`src/pkg/tpwm_regs.svh`:
```
`ifndef TPWM_REGS_SVH
`define TPWM_REGS_SVH
// Function
// - Carrier period is two times (half-period setting plus one) count-source cycles.
// - Phase pulse lasts twice its nonzero 16-bit width value in count-source cycles.
// - Reference cycle is two carrier half-periods, one full carrier period.
// - Carrier reload on every underflow or only on odd-numbered underflows.
// - First start trigger counts secondary width, then widths alternate primary/secondary.
// - Width rewrites while running take effect from the next carrier cycle.
// - Two-bit select picks underflow, flag rise or flag fall as decimation event.
// - Interrupt request raised on every nth selected event, n from four-bit field.
// - Half flag is zero while first phase timer stops, toggles per start trigger.
// - Flag one means first half counting secondary; zero means last half, primary.
// - Transfer loads both level buffers; first drives, swap at each one-shot fall.
// - With dead time on, active-to-inactive is immediate, inactive-to-active waits.
// - Transfer on buffers-written underflow, carrier write when selected, or soft bit.
// - Level buffers hold six bits; dead-time setting holds eight bits.
// - Dead-time trigger, clock, active level, overlap check settings plus overlap flag.

// Register byte offsets
`define TPWM_A_CTL0   8'h00
`define TPWM_A_CTL1   8'h04
`define TPWM_A_DTS    8'h08
`define TPWM_A_CSC    8'h0C
`define TPWM_A_DEC    8'h10
`define TPWM_A_LBF    8'h14
`define TPWM_A_LBS    8'h18
`define TPWM_A_CHP    8'h1C
`define TPWM_A_WPRI   8'h20
`define TPWM_A_WSEC   8'h2C
`define TPWM_A_TSB    8'h38
`define TPWM_A_PFS    8'h3C
`define TPWM_A_PFP    8'h40
`define TPWM_A_STEP   8'h04
// motor_control_0 bits
`define TPWM_C0_ISLO  0
`define TPWM_C0_ISHI  1
`define TPWM_C0_FUSE  2
`define TPWM_C0_OEN   3
`define TPWM_C0_OVEN  4
`define TPWM_C0_OVF   5
`define TPWM_C0_MODT  6
`define TPWM_C0_SOFT  7
// motor_control_1 bits
`define TPWM_C1_STSEL 0
`define TPWM_C1_MODE1 1
`define TPWM_C1_DTCLK 2
`define TPWM_C1_HALF  3
`define TPWM_C1_ACT   4
`define TPWM_C1_DTDIS 5
`define TPWM_C1_DTTRG 6
// Other fields
`define TPWM_CSC_REL  0
`define TPWM_TSB_CAR  3
`define TPWM_FIRST_PH 1
`define TPWM_RST8     8'h00
`define TPWM_RST16    16'h0000
`endif

```
`src/pkg/tpwm_pkg.sv`:
```
package tpwm_pkg;
    // One-shot phase timer states
    typedef enum logic [1:0] {
        PH_IDLE = 2'b01,
        PH_RUN  = 2'b10
    } tpwm_ph_e;
    // Decimation event codes
    typedef enum logic [1:0] {
        EV_UFL  = 2'b00,
        EV_RISE = 2'b01,
        EV_FALL = 2'b10,
        EV_ALT  = 2'b11
    } tpwm_ev_e;
    typedef logic [15:0] tpwm_w_t;
endpackage

```
`src/verilog/tpwm_mode1.sv`:
```
`timescale 1ns/100ps
`default_nettype none
`include "tpwm_regs.svh"
module tpwm_mode1
    import tpwm_pkg::*;
#(
    parameter int CS_DIV = 1
)(
    // Clock and reset
    input  wire logic        core_clk,
    input  wire logic        arst_n,
    // Avalon-MM slave
    input  wire logic [7:0]  avs_address,
    input  wire logic        avs_read,
    input  wire logic        avs_write,
    input  wire logic [31:0] avs_writedata,
    output var  logic [31:0] avs_readdata,
    output var  logic        avs_waitrequest,
    // Power stage
    output var  logic [5:0]  pwm_pin,
    output var  logic [5:0]  pin_is_pwm,
    output var  logic        carrier_irq
);

    // Register storage
    logic [7:0]  motor_control_0;
    logic [7:0]  motor_control_1;
    logic [7:0]  dead_time_setting;
    logic [7:0]  carrier_special_control;
    logic [3:0]  irq_decimation_count;
    logic [5:0]  level_buffer_first;
    logic [5:0]  level_buffer_second;
    tpwm_w_t     carrier_half_period;
    tpwm_w_t     phase_width_primary [3];
    tpwm_w_t     phase_width_secondary [3];
    logic [3:0]  timer_start_bits;
    logic [5:0]  pin_function_select;
    logic        pin_function_protect;
    logic        overlap_detect_flag;
    logic        carrier_half_flag;
    // Core state
    logic [15:0] cs_cnt;
    logic        cs_en;
    tpwm_w_t     cr_cnt;
    tpwm_w_t     cr_hold;
    logic        half_d;
    logic [3:0]  dec_cnt;
    logic        buf1_wr;
    logic        buf2_wr;
    logic [5:0]  sr_first;
    logic [5:0]  sr_second;
    logic [5:0]  ph_lvl;
    logic [2:0]  ovl;
    logic [31:0] next_rdata;

    // Address match on a completing write
    function automatic logic wr_hit(input logic w, input logic [7:0] a, input logic [7:0] off);
        return w && (a == off);
    endfunction

    // Bus decode
    wire       wr_acc     = avs_write & ~avs_waitrequest;
    wire       rd_start   = (avs_read | avs_write) & avs_waitrequest;
    wire       wr_c0      = wr_hit(wr_acc, avs_address, `TPWM_A_CTL0);
    wire       wr_chp     = wr_hit(wr_acc, avs_address, `TPWM_A_CHP);
    wire       wr_lbf     = wr_hit(wr_acc, avs_address, `TPWM_A_LBF);
    wire       wr_lbs     = wr_hit(wr_acc, avs_address, `TPWM_A_LBS);
    wire [7:0] wd8        = avs_writedata[7:0];

    // Mode gating
    // mode and function gate
    wire run      = motor_control_0[`TPWM_C0_FUSE] & motor_control_1[`TPWM_C1_MODE1]
                  & ~motor_control_0[`TPWM_C0_MODT];
    wire car_on   = run & timer_start_bits[`TPWM_TSB_CAR];
    wire uflow    = car_on & cs_en & (cr_cnt == `TPWM_RST16);
    wire first_on = run & timer_start_bits[`TPWM_FIRST_PH];
    wire start_tr = uflow & first_on;
    wire rel_now  = ~carrier_special_control[`TPWM_CSC_REL] | ~carrier_half_flag;
    wire half_ris = carrier_half_flag & ~half_d;
    wire half_fal = ~carrier_half_flag & half_d;
    wire [1:0] ev_sel = {motor_control_0[`TPWM_C0_ISHI], motor_control_0[`TPWM_C0_ISLO]};
    wire irq_ev   = (ev_sel == EV_RISE) ? half_ris :
                    (ev_sel == EV_FALL) ? half_fal : uflow;
    wire xfer     = (uflow & buf1_wr & buf2_wr)
                  | (wr_chp & motor_control_1[`TPWM_C1_STSEL])
                  | (wr_c0 & wd8[`TPWM_C0_SOFT]);
    wire dt_tick  = motor_control_1[`TPWM_C1_DTCLK] ? cs_en : 1'b1;
    wire dt_dis   = motor_control_1[`TPWM_C1_DTDIS];

    // Read selection
    // soft bit reads zero
    assign next_rdata =
        (avs_address == `TPWM_A_CTL0) ? {24'h00_0000, 1'b0, motor_control_0[6],
                                         overlap_detect_flag, motor_control_0[4:0]} :
        (avs_address == `TPWM_A_CTL1) ? {24'h00_0000, motor_control_1[7:4],
                                         carrier_half_flag, motor_control_1[2:0]} :
        (avs_address == `TPWM_A_DTS)  ? {24'h00_0000, dead_time_setting} :
        (avs_address == `TPWM_A_CSC)  ? {24'h00_0000, carrier_special_control} :
        (avs_address == `TPWM_A_DEC)  ? {28'h000_0000, irq_decimation_count} :
        (avs_address == `TPWM_A_LBF)  ? {26'h000_0000, level_buffer_first} :
        (avs_address == `TPWM_A_LBS)  ? {26'h000_0000, level_buffer_second} :
        (avs_address == `TPWM_A_CHP)  ? {16'h0000, carrier_half_period} :
        (avs_address == `TPWM_A_WPRI) ? {16'h0000, phase_width_primary[0]} :
        (avs_address == `TPWM_A_WPRI + `TPWM_A_STEP) ? {16'h0000, phase_width_primary[1]} :
        (avs_address == `TPWM_A_WPRI + 2*`TPWM_A_STEP) ? {16'h0000, phase_width_primary[2]} :
        (avs_address == `TPWM_A_WSEC) ? {16'h0000, phase_width_secondary[0]} :
        (avs_address == `TPWM_A_WSEC + `TPWM_A_STEP) ? {16'h0000, phase_width_secondary[1]} :
        (avs_address == `TPWM_A_WSEC + 2*`TPWM_A_STEP) ? {16'h0000, phase_width_secondary[2]} :
        (avs_address == `TPWM_A_TSB)  ? {28'h000_0000, timer_start_bits} :
        (avs_address == `TPWM_A_PFS)  ? {26'h000_0000, pin_function_select} :
        (avs_address == `TPWM_A_PFP)  ? {31'h0000_0000, pin_function_protect} :
        32'h0000_0000;

    // Bus handshake, one wait cycle
    always_ff @(posedge core_clk or negedge arst_n) begin
        if (!arst_n) begin
            avs_waitrequest <= 1'b1;
            avs_readdata    <= 32'h0000_0000;
        end else begin
            avs_waitrequest <= ~rd_start;
            if (rd_start) begin
                avs_readdata <= next_rdata;
            end
        end
    end

    // Count-source divider
    always_ff @(posedge core_clk or negedge arst_n) begin
        if (!arst_n) begin
            cs_cnt <= `TPWM_RST16;
            cs_en  <= 1'b0;
        end else begin
            cs_en  <= (cs_cnt == 16'(CS_DIV - 1));
            cs_cnt <= (cs_cnt == 16'(CS_DIV - 1)) ? `TPWM_RST16 : cs_cnt + 16'h0001;
        end
    end

    // Software-written registers
    always_ff @(posedge core_clk or negedge arst_n) begin
        if (!arst_n) begin
            motor_control_0         <= `TPWM_RST8;
            motor_control_1         <= `TPWM_RST8;
            dead_time_setting       <= `TPWM_RST8;
            carrier_special_control <= `TPWM_RST8;
            irq_decimation_count    <= 4'h0;
            level_buffer_first      <= 6'h00;
            level_buffer_second     <= 6'h00;
            carrier_half_period     <= `TPWM_RST16;
            timer_start_bits        <= 4'h0;
            pin_function_select     <= 6'h00;
            pin_function_protect    <= 1'b0;
        end else begin
            if (wr_c0) motor_control_0 <= {1'b0, wd8[6:0]};
            if (wr_hit(wr_acc, avs_address, `TPWM_A_CTL1)) motor_control_1 <= {1'b0, wd8[6:0]};
            if (wr_hit(wr_acc, avs_address, `TPWM_A_DTS)) dead_time_setting <= wd8;
            if (wr_hit(wr_acc, avs_address, `TPWM_A_CSC)) carrier_special_control <= wd8;
            if (wr_hit(wr_acc, avs_address, `TPWM_A_DEC)) irq_decimation_count <= wd8[3:0];
            if (wr_lbf) level_buffer_first <= wd8[5:0];
            if (wr_lbs) level_buffer_second <= wd8[5:0];
            if (wr_chp) carrier_half_period <= avs_writedata[15:0];
            if (wr_hit(wr_acc, avs_address, `TPWM_A_TSB)) timer_start_bits <= wd8[3:0];
            if (wr_hit(wr_acc, avs_address, `TPWM_A_PFS) && pin_function_protect) begin
                pin_function_select <= wd8[5:0];
            end
            if (wr_hit(wr_acc, avs_address, `TPWM_A_PFP)) pin_function_protect <= wd8[0];
        end
    end

    // Carrier half-period timer
    // two halves of m+1 ticks
    always_ff @(posedge core_clk or negedge arst_n) begin
        if (!arst_n) begin
            cr_cnt  <= `TPWM_RST16;
            cr_hold <= `TPWM_RST16;
        end else if (!car_on) begin
            cr_cnt  <= carrier_half_period;
            cr_hold <= carrier_half_period;
        end else if (uflow) begin
            cr_cnt  <= rel_now ? carrier_half_period : cr_hold;
            if (rel_now) cr_hold <= carrier_half_period;
        end else if (cs_en) begin
            cr_cnt  <= cr_cnt - 16'h0001;
        end
    end

    // Half flag, decimation and interrupt
    // half flag tracking
    always_ff @(posedge core_clk or negedge arst_n) begin
        if (!arst_n) begin
            carrier_half_flag <= 1'b0;
            half_d            <= 1'b0;
            dec_cnt           <= 4'h0;
            carrier_irq       <= 1'b0;
        end else begin
            carrier_half_flag <= first_on & (carrier_half_flag ^ start_tr);
            half_d            <= carrier_half_flag;
            carrier_irq       <= 1'b0;
            if (irq_ev) begin
                if (dec_cnt + 4'h1 >= irq_decimation_count) begin
                    dec_cnt     <= 4'h0;
                    carrier_irq <= 1'b1;
                end else begin
                    dec_cnt <= dec_cnt + 4'h1;
                end
            end
        end
    end

    // Transfer, buffer-written flags and overlap flag
    // buffer load on transfer
    always_ff @(posedge core_clk or negedge arst_n) begin
        if (!arst_n) begin
            buf1_wr             <= 1'b0;
            buf2_wr             <= 1'b0;
            sr_first            <= 6'h00;
            sr_second           <= 6'h00;
            overlap_detect_flag <= 1'b0;
        end else begin
            buf1_wr <= wr_lbf | (buf1_wr & ~xfer);
            buf2_wr <= wr_lbs | (buf2_wr & ~xfer);
            if (xfer) begin
                sr_first  <= level_buffer_first;
                sr_second <= level_buffer_second;
            end
            overlap_detect_flag <= (|ovl) |
                (overlap_detect_flag & ~(wr_c0 & ~wd8[`TPWM_C0_OVF]));
        end
    end

    // Pin stage
    always_ff @(posedge core_clk or negedge arst_n) begin
        if (!arst_n) begin
            pwm_pin    <= 6'h00;
            pin_is_pwm <= 6'h00;
        end else begin
            pwm_pin    <= motor_control_1[`TPWM_C1_ACT] ?
                          (ph_lvl & {6{motor_control_0[`TPWM_C0_OEN]}}) :
                          ~(ph_lvl & {6{motor_control_0[`TPWM_C0_OEN]}});
            pin_is_pwm <= pin_function_select;
        end
    end

    // Per-phase one-shot, level select and dead time
    for (genvar i = 0; i < 3; i++) begin : g_ph
        tpwm_ph_e    st;
        logic [16:0] pcnt;
        tpwm_w_t     shp;
        logic        sel;
        logic [7:0]  dtc;
        logic [1:0]  lvl_d;
        logic [1:0]  ph;
        wire         pst   = uflow & timer_start_bits[i] & run;
        wire tpwm_w_t ld   = carrier_half_flag ? shp : phase_width_secondary[i];
        wire         fall  = (st == PH_RUN) & cs_en & (pcnt == 17'h0_0001) & ~pst;
        wire [1:0]   tgt   = sel ? {sr_second[i+3], sr_second[i]} : {sr_first[i+3], sr_first[i]};
        wire         both  = motor_control_0[`TPWM_C0_OVEN] & (&tgt);
        wire         dt_tr = motor_control_1[`TPWM_C1_DTTRG] ? fall : (tgt != lvl_d);
        wire         dt_ok = dt_dis | ((dtc == `TPWM_RST8) & ~dt_tr);
        wire [1:0]   next_ph = both ? 2'b00 : (tgt & (ph | {2{dt_ok}}));

        assign ovl[i]      = both;
        assign ph_lvl[i]   = ph[0];
        assign ph_lvl[i+3] = ph[1];

        // Width registers, primary shadow
        always_ff @(posedge core_clk or negedge arst_n) begin
            if (!arst_n) begin
                phase_width_primary[i]   <= `TPWM_RST16;
                phase_width_secondary[i] <= `TPWM_RST16;
                shp                      <= `TPWM_RST16;
            end else begin
                if (wr_hit(wr_acc, avs_address, 8'(`TPWM_A_WPRI + i*`TPWM_A_STEP))) begin
                    phase_width_primary[i] <= avs_writedata[15:0];
                end
                if (wr_hit(wr_acc, avs_address, 8'(`TPWM_A_WSEC + i*`TPWM_A_STEP))) begin
                    phase_width_secondary[i] <= avs_writedata[15:0];
                end
                if (pst && !carrier_half_flag) shp <= phase_width_primary[i];
            end
        end

        // One-shot timer
        // twice the width in ticks
        always_ff @(posedge core_clk or negedge arst_n) begin
            if (!arst_n) begin
                st   <= PH_IDLE;
                pcnt <= 17'h0_0000;
            end else if (pst && ld != `TPWM_RST16) begin
                st   <= PH_RUN;
                pcnt <= {ld, 1'b0};
            end else begin
                unique case (st)
                    PH_IDLE: pcnt <= 17'h0_0000;
                    PH_RUN: begin
                        if (cs_en) begin
                            pcnt <= pcnt - 17'h0_0001;
                            if (pcnt == 17'h0_0001) st <= PH_IDLE;
                        end
                    end
                endcase
            end
        end

        // Level select and dead time
        // swap buffer at each fall
        always_ff @(posedge core_clk or negedge arst_n) begin
            if (!arst_n) begin
                sel   <= 1'b0;
                dtc   <= `TPWM_RST8;
                lvl_d <= 2'b00;
                ph    <= 2'b00;
            end else begin
                sel   <= xfer ? 1'b0 : (sel ^ fall);
                lvl_d <= tgt;
                ph    <= next_ph;
                if (dt_tr) begin
                    dtc <= dead_time_setting;
                end else if (dt_tick && dtc != `TPWM_RST8) begin
                    dtc <= dtc - 8'h01;
                end
            end
        end

    end
endmodule
`default_nettype wire

```
`config.mk`:
```
export PLATFORM = sky130hd
export DESIGN_NAME = tpwm_mode1
export DESIGN_NICKNAME = d
export VERILOG_FILES = /design/src/pkg/tpwm_pkg.sv /design/src/verilog/tpwm_mode1.sv
export VERILOG_INCLUDE_DIRS = /design/src /design/src/pkg
export SDC_FILE = /design/constraint.sdc
export NUM_CORES = 1
export LEC_CHECK = 0
export ABC_CLOCK_PERIOD_IN_PS = 3400
export BUFFER_PORTS_ARGS = -buffer_cell sky130_fd_sc_hd__buf_2
export CAP_MARGIN = 20
export CORE_MARGIN = 1
export CORE_UTILIZATION = 45
export CTS_BUF_LIST = sky130_fd_sc_hd__clkbuf_4 sky130_fd_sc_hd__clkbuf_8
export DETAILED_ROUTE_END_ITERATION = 10
export GPL_ROUTABILITY_DRIVEN = 0
export PLACE_DENSITY_LB_ADDON = 0.3
export SLEW_MARGIN = 25
export SYNTH_ARGS = -nofsm -noshare
export SYNTH_HDL_FRONTEND = slang
export SYNTH_SLANG_ARGS = --single-unit
```
`constraint.sdc`:
```
create_clock -name core_clk -period 3.4 [get_ports core_clk]
set_clock_uncertainty 0.05 [all_clocks]
set_input_delay 0 -clock core_clk [delete_from_list [all_inputs] [get_ports core_clk]]
set_output_delay 0 -clock core_clk [all_outputs]
set_load 0.01 [all_outputs]
```
**Word-level counts from Yosys, hierarchy flattened**

Cells that the tools add are included.

- Input bits: 44
- Logic and storage cells: 310
- Flip-flop bits (word level): 429

- Add/sub/neg operators: 9
- Bitwise logic cells: 78
- Reduce and logical (&&, ||, !) cells: 59
- Multiplexer cells: 73
- Magnitude comparators: 1
- Equal/unequal tests: 35

Operator list:

| cell | count |
|---|---|
| 16-bit 2-to-1 mux | 24 |
| 17-bit 2-to-1 mux | 6 |
| 17-bit one-hot mux with 2 select lines | 3 |
| 8-bit by 6-bit == test with 1-bit output, second input constant | 8 |
| 17-bit by 1-bit == test with 1-bit output, second input constant | 3 |
| 17-bit by 1-bit subtractor with 17-bit output, second input constant | 3 |
| 8-bit 2-to-1 mux | 6 |
| 16-bit nonzero test | 3 |
| 1-bit AND | 41 |
| 2-bit 2-to-1 mux | 18 |
| 8-bit by 5-bit == test with 1-bit output, second input constant | 4 |
| 16-bit zero test | 2 |
| 8-bit zero test | 4 |
| 1-bit logical AND | 27 |
| 2-bit nonzero test | 12 |
| 8-bit nonzero test | 3 |
| 8-bit by 1-bit subtractor with 8-bit output, second input constant | 3 |
| 6-bit 2-to-1 mux | 3 |
| 16-bit by 1-bit adder with 16-bit output, second input constant | 1 |
| 8-bit by 4-bit == test with 1-bit output, second input constant | 2 |
| 16-bit by 1-bit subtractor with 16-bit output, second input constant | 1 |
| 1-bit inverter | 15 |
| 1-bit 2-to-1 mux | 12 |
| 3-bit by 2-bit inequality test with 1-bit output, second input constant | 4 |
| other kinds (19) | 47 |

**Logic depth before layout (Yosys ltp)**

- Depth after elaboration: 18
- Gate-level depth with buffers: 10

**Least setup slack after synthesis**

No wires, ideal clock.

- Path type: reg-to-reg
- Start point: register cr_cnt[0]
- End point: register cr_hold[10]
- Stages on the path, launching flop included: 10
- Slack: 0.815 ns
- Library setup time: 0.125 ns
- Arrival time: 2.411 ns
- Cell sequence: dfrtp_1 inv_1 ha_1 nor3b_1 nand4_1 nor2_2 nand2_1 nand2_1 buf_2 mux2_2

- Longest elaborated chain between the ends: 3

Ends and longest elaborated chain:

| what | line | source |
|---|---|---|
| start, declared | tpwm_mode1.sv:44 | `tpwm_w_t cr_cnt;` |
| start signal, assigned | tpwm_mode1.sv:173 | `` cr_cnt <= `TPWM_RST16; `` |
| start signal, assigned | tpwm_mode1.sv:176 | `cr_cnt <= carrier_half_period;` |
| start signal, assigned | tpwm_mode1.sv:179 | `cr_cnt <= rel_now ? carrier_half_period : cr_hold;` |
| 16-bit zero test (no line) | n/a |  |
| 1-bit AND | tpwm_mode1.sv:75 | `` wire uflow = car_on & cs_en & (cr_cnt == `TPWM_RST16); `` |
| 2-bit by 1-bit inequality test with 1-bit output (no line) | n/a |  |
| end signal, assigned | tpwm_mode1.sv:174 | `` cr_hold <= `TPWM_RST16; `` |
| end signal, assigned | tpwm_mode1.sv:177 | `cr_hold <= carrier_half_period;` |
| end signal, assigned | tpwm_mode1.sv:180 | `if (rel_now) cr_hold <= carrier_half_period;` |
| end, declared | tpwm_mode1.sv:45 | `tpwm_w_t cr_hold;` |

Every way passes these cells.
A chain may end at the register's enable or synchronous reset.

**Final worst setup path**

- Start point: register cr_cnt[12]
- End point: register cr_hold[9]

The elaborated chain is that of the path after synthesis.

==> qor_table.md <==
| Item | This run | Unit |
|---|---|---|
| Wire length of the first global-routing pass | 95800 | microns |
| Remaining routing DRC violations | 0 | - |
| Core region area | 45700 | sq um |
| Avg WL per Cell | 22.4 | microns |
| Share of synthesized area occupied by flip-flops and latches | 49.0 | % |
| Startpoint kind of the worst setup timing path | register | - |
| Net count, final | 2146 | - |
| Crit Path Class | register to register | - |
| Kind of end point of the critical path | register | - |
| Part of the cycle the worst path needs | 90.4 | % |
| Most common flop cell mapped by yosys | sky130_fd_sc_hd__dfrtp_1 | - |
| Iteration count of the initial detailed-routing pass | 6 | - |
| YS warnings | 0 | - |
| Synth Cell Area | 21000 | sq um |
| Number of hold violations in the final report | 0 | - |
| Avg Vias per Cell | 6.00 | - |
| Fraction of final layout cells with drive strength greater than 1 | 25.3 | % |
| I/O pin count | 90 | - |
| Count of final setup violators | 0 | - |
| Initial core utilization | 45.9 | % |
| Distinct cell type count after synthesis | 80 | - |
| Minimum clock period after layout | 3070 | ps |
| Number of buffers between clock root and the deepest sink | 3 | - |
| Data arrival time at the worst-slack endpoint | 3530 | ps |
| Register bit count reported by yosys | 411 | - |
| Total routing resource utilization after global routing | 26.3 | % |
| Antenna diode count | 0 | - |
| Required time at the endpoint of the critical path | 3860 | ps |
| Total power per unit cell area | 469 | nW/um^2 |
| Setup slack at placement | 387 | ps |
| R2r setup slk | 330 | ps |
| CTS Sinks | 411 | - |
| Routed vias | 16400 | - |
| Final TNS setup | 0 | ps |
| Worst slew pin tran | 910 | ps |
| CTS tree | done | - |
| Layout area overhead | 13.4 | % |
| Clock transition at the register clock pins on the worst setup and hold paths after CTS | 60 | ps |
| Avg Synthesized Cell Area | 10.6 | sq um |
| Final HPWL from detailed placement | 43600 | microns |
| IO buf count | 57 | - |
| Number of rows in the core area | 78 | - |
| Number of buffers created by CTS | 69 | - |
| Remaining global-route overflow | 0 | - |
| Cells after synthesis | 1978 | - |
| Via count of the first global-routing pass | 16100 | - |
| Slew margin rel. | 38.9 | % |
| Sum of routed wire length over all layers | 61500 | microns |
| Initial antenna violation count | 1 | - |
| Clock latency reported for the late side of the worst-skew pair | 630 | ps |
| Number of levels the H-tree was split into | 3 | - |
| Number of enable flip-flop cells after synthesis | 0 | - |
| Final-report max-slew violation count | 0 | - |
| Width of the chip | 218 | microns |
| Quantity of gates resized following cts | 0 | - |
| Die H | 218 | microns |
| RSZ-0062 raised after global routing | false | - |
| Worst min path class | input port to asynchronous set/reset pin | - |
| Top area cells in the synthesized netlist | sky130_fd_sc_hd__dfrtp_1 49%, sky130_fd_sc_hd__mux2_2 14%, sky130_fd_sc_hd__nand2_1 3.1% | - |
| Post-synth ARST share | 100 | % |
| Proportion of netlist area held by the largest area contributor | 48.5 | % |
| Outcome | finished, final reports clean | - |
| Number of max-capacitance violations reported | 0 | - |
| Cell chosen for the clock root | sky130_fd_sc_hd__clkbuf_8 | - |
| Final worst setup slack | 327 | ps |
| Worst R2R Path Depth | 8 | - |
| Max rail drop VDD | 0.371 | mV |
| Most area-hungry cell type in the Yosys netlist | sky130_fd_sc_hd__dfrtp_1 | - |
| DRC violation total after the first TritonRoute iteration | 1714 | - |
| Top fanout value on the critical path | 15 | - |
| Max Clock Freq | 0.325 | GHz |
| Area of the die | 47500 | sq um |
| Pin count of the biggest net entering global routing | 89 | - |
| Static leakage | 11.2 | nW |
| Post-DRT Antenna Nets | 0 | - |
==> final timing paths <==
path                                        start                to
max                                    cr_cnt[12]        cr_hold[9]
min in group core_clk              avs_address[0]  avs_readdata[15]
min reg2reg                pin_function_select[0]     pin_is_pwm[0]
min                                        arst_n  g_ph[2].pcnt[10]
max reg2reg                            cr_cnt[12]        cr_hold[9]
max in group asynchronous                  arst_n     g_ph[1].st[0]
==> power by group <==
group	switching, mW	internal, mW
sequential	0.232	5.12
combinational	0.626	0.482
clock	2.04	2.65
total	2.90	8.26
==> repair_timing <==
| action | CTS | global route |
|---|---|---|
| hold buffers | 24 | 0 |
| hold endpoints to repair | 580 | 0 |
| buffers inserted | 0 | 0 |
==> routing by layer <==
layer  track usage (%)  routed length [microns]  vias to the layer above  share of wire [%]
li1                  -                        -                     7417                  -
met1              36.2                    26500                     8173                 43
met2              41.4                    28400                      703                 46
met3              4.35                     4610                      124                7.5
met4              10.2                     1980                        0                3.2
met5                 0                        0                        -                  0
==> synthesized netlist by cell type (all sizes together), types with 14 or more instances <==
master	instances
or3	16
nand4	15
nor4	39
clkbuf	59
dfrtp	407
mux2i	65
o21ai	119
a21oi	95
xnor2	51
mux2	258
nor3	40
inv	47
xor2	28
a31oi	14
buf	57
ha	17
and3	19
a221oi	17
nor2	129
a22oi	14
nand2	175
a211oi	15
o22ai	19
nand3	83
==> registers in the layout, summed over array words and instances, names as in the netlist, 8 cells and up <==
signal and count:
g_ph.pcnt 51, g_ph.shp 48, phase_width_primary 48, phase_width_secondary 48, g_ph.dtc 24, avs_readdata 16, carrier_half_period 16, cr_cnt 16
cr_hold 16, cs_cnt 16, carrier_special_control 8, dead_time_setting 8
==> critical path, stage by stage, from the launching register on <==
cell and delay (ps):
sky130_fd_sc_hd__dfrtp_1 410, sky130_fd_sc_hd__nor3b_1 550, sky130_fd_sc_hd__nand4_1 260, sky130_fd_sc_hd__nor2_2 310
sky130_fd_sc_hd__buf_4 310, sky130_fd_sc_hd__nand2_1 70, sky130_fd_sc_hd__nand2_1 360, sky130_fd_sc_hd__buf_4 270
sky130_fd_sc_hd__mux2_2 350
==> through the flow <==
stage / util (%) / total power, mW / cells / hold slack (ps) / area [sq um]
floorplan: - / 6.09 / 1993 / -346 / 21000
global placement: 48.3 / 6.46 / 2590 / -35.7 / 22000
detailed placement: 48.3 / 6.51 / 2590 / -28.8 / 22000
CTS: 52.1 / 11.2 / 2738 / 6.48 / 23800
global route: 52.1 / 11.6 / 2738 / 45.4 / 23800
finish: 52.1 / 11.2 / 2738 / 17.7 / 23800
==> layout make-up <==
cell class	instances	area [sq um]
Inverter	48	180
Timing Repair Buffer	137	1050
Multi-Input combinational cell	1418	10000
Sequential cell	411	10300
Clock buffer	109	1380
Tap cell	600	751
Fill cell	4075	21900
Clock inverter	15	111
==> cells by family (layout without fill, tap and decap cells) <==
kind of cell,count (synthesis),after routing,synth area share (%)
other,1,16,0.0179
adders and majority gates,17,17,1.01
and+or+nand+nor,610,610,14.8
DFF,411,411,49.0
muxes,326,326,17.3
buffers and inverters,164,309,3.51
xor gates and xnor gates,79,79,3.30
AOI/OAI and AO/OA,370,370,11.0
==> cells in the final DEF, fill, tap and decap left out, types with 15 or more instances in the layout <==
master                          Yosys  routed
sky130_fd_sc_hd__dfrtp_1          407     405
sky130_fd_sc_hd__mux2_2           255     255
sky130_fd_sc_hd__nand2_1          175     175
sky130_fd_sc_hd__nor2_1           124     124
sky130_fd_sc_hd__o21ai_0          115     115
sky130_fd_sc_hd__a21oi_1           95      95
sky130_fd_sc_hd__clkbuf_8           0      89
sky130_fd_sc_hd__nand3_1           83      83
sky130_fd_sc_hd__mux2i_1           65      65
sky130_fd_sc_hd__buf_2             22      56
sky130_fd_sc_hd__xnor2_1           51      51
sky130_fd_sc_hd__buf_4             17      50
sky130_fd_sc_hd__inv_1             47      47
sky130_fd_sc_hd__nor3_1            37      37
sky130_fd_sc_hd__nor4_1            39      37
sky130_fd_sc_hd__xor2_1            28      28
sky130_fd_sc_hd__dlygate4sd3_1      0      23
sky130_fd_sc_hd__clkbuf_4           0      20
sky130_fd_sc_hd__and3_1            19      19
sky130_fd_sc_hd__o22ai_1           19      19
sky130_fd_sc_hd__ha_1              17      17
sky130_fd_sc_hd__or3_1             16      16
sky130_fd_sc_hd__a221oi_1          16      16
sky130_fd_sc_hd__conb_1             1      16
sky130_fd_sc_hd__nand4_1           15      15
sky130_fd_sc_hd__a211oi_1          15      15
Power figures use the tool's default switching activity.
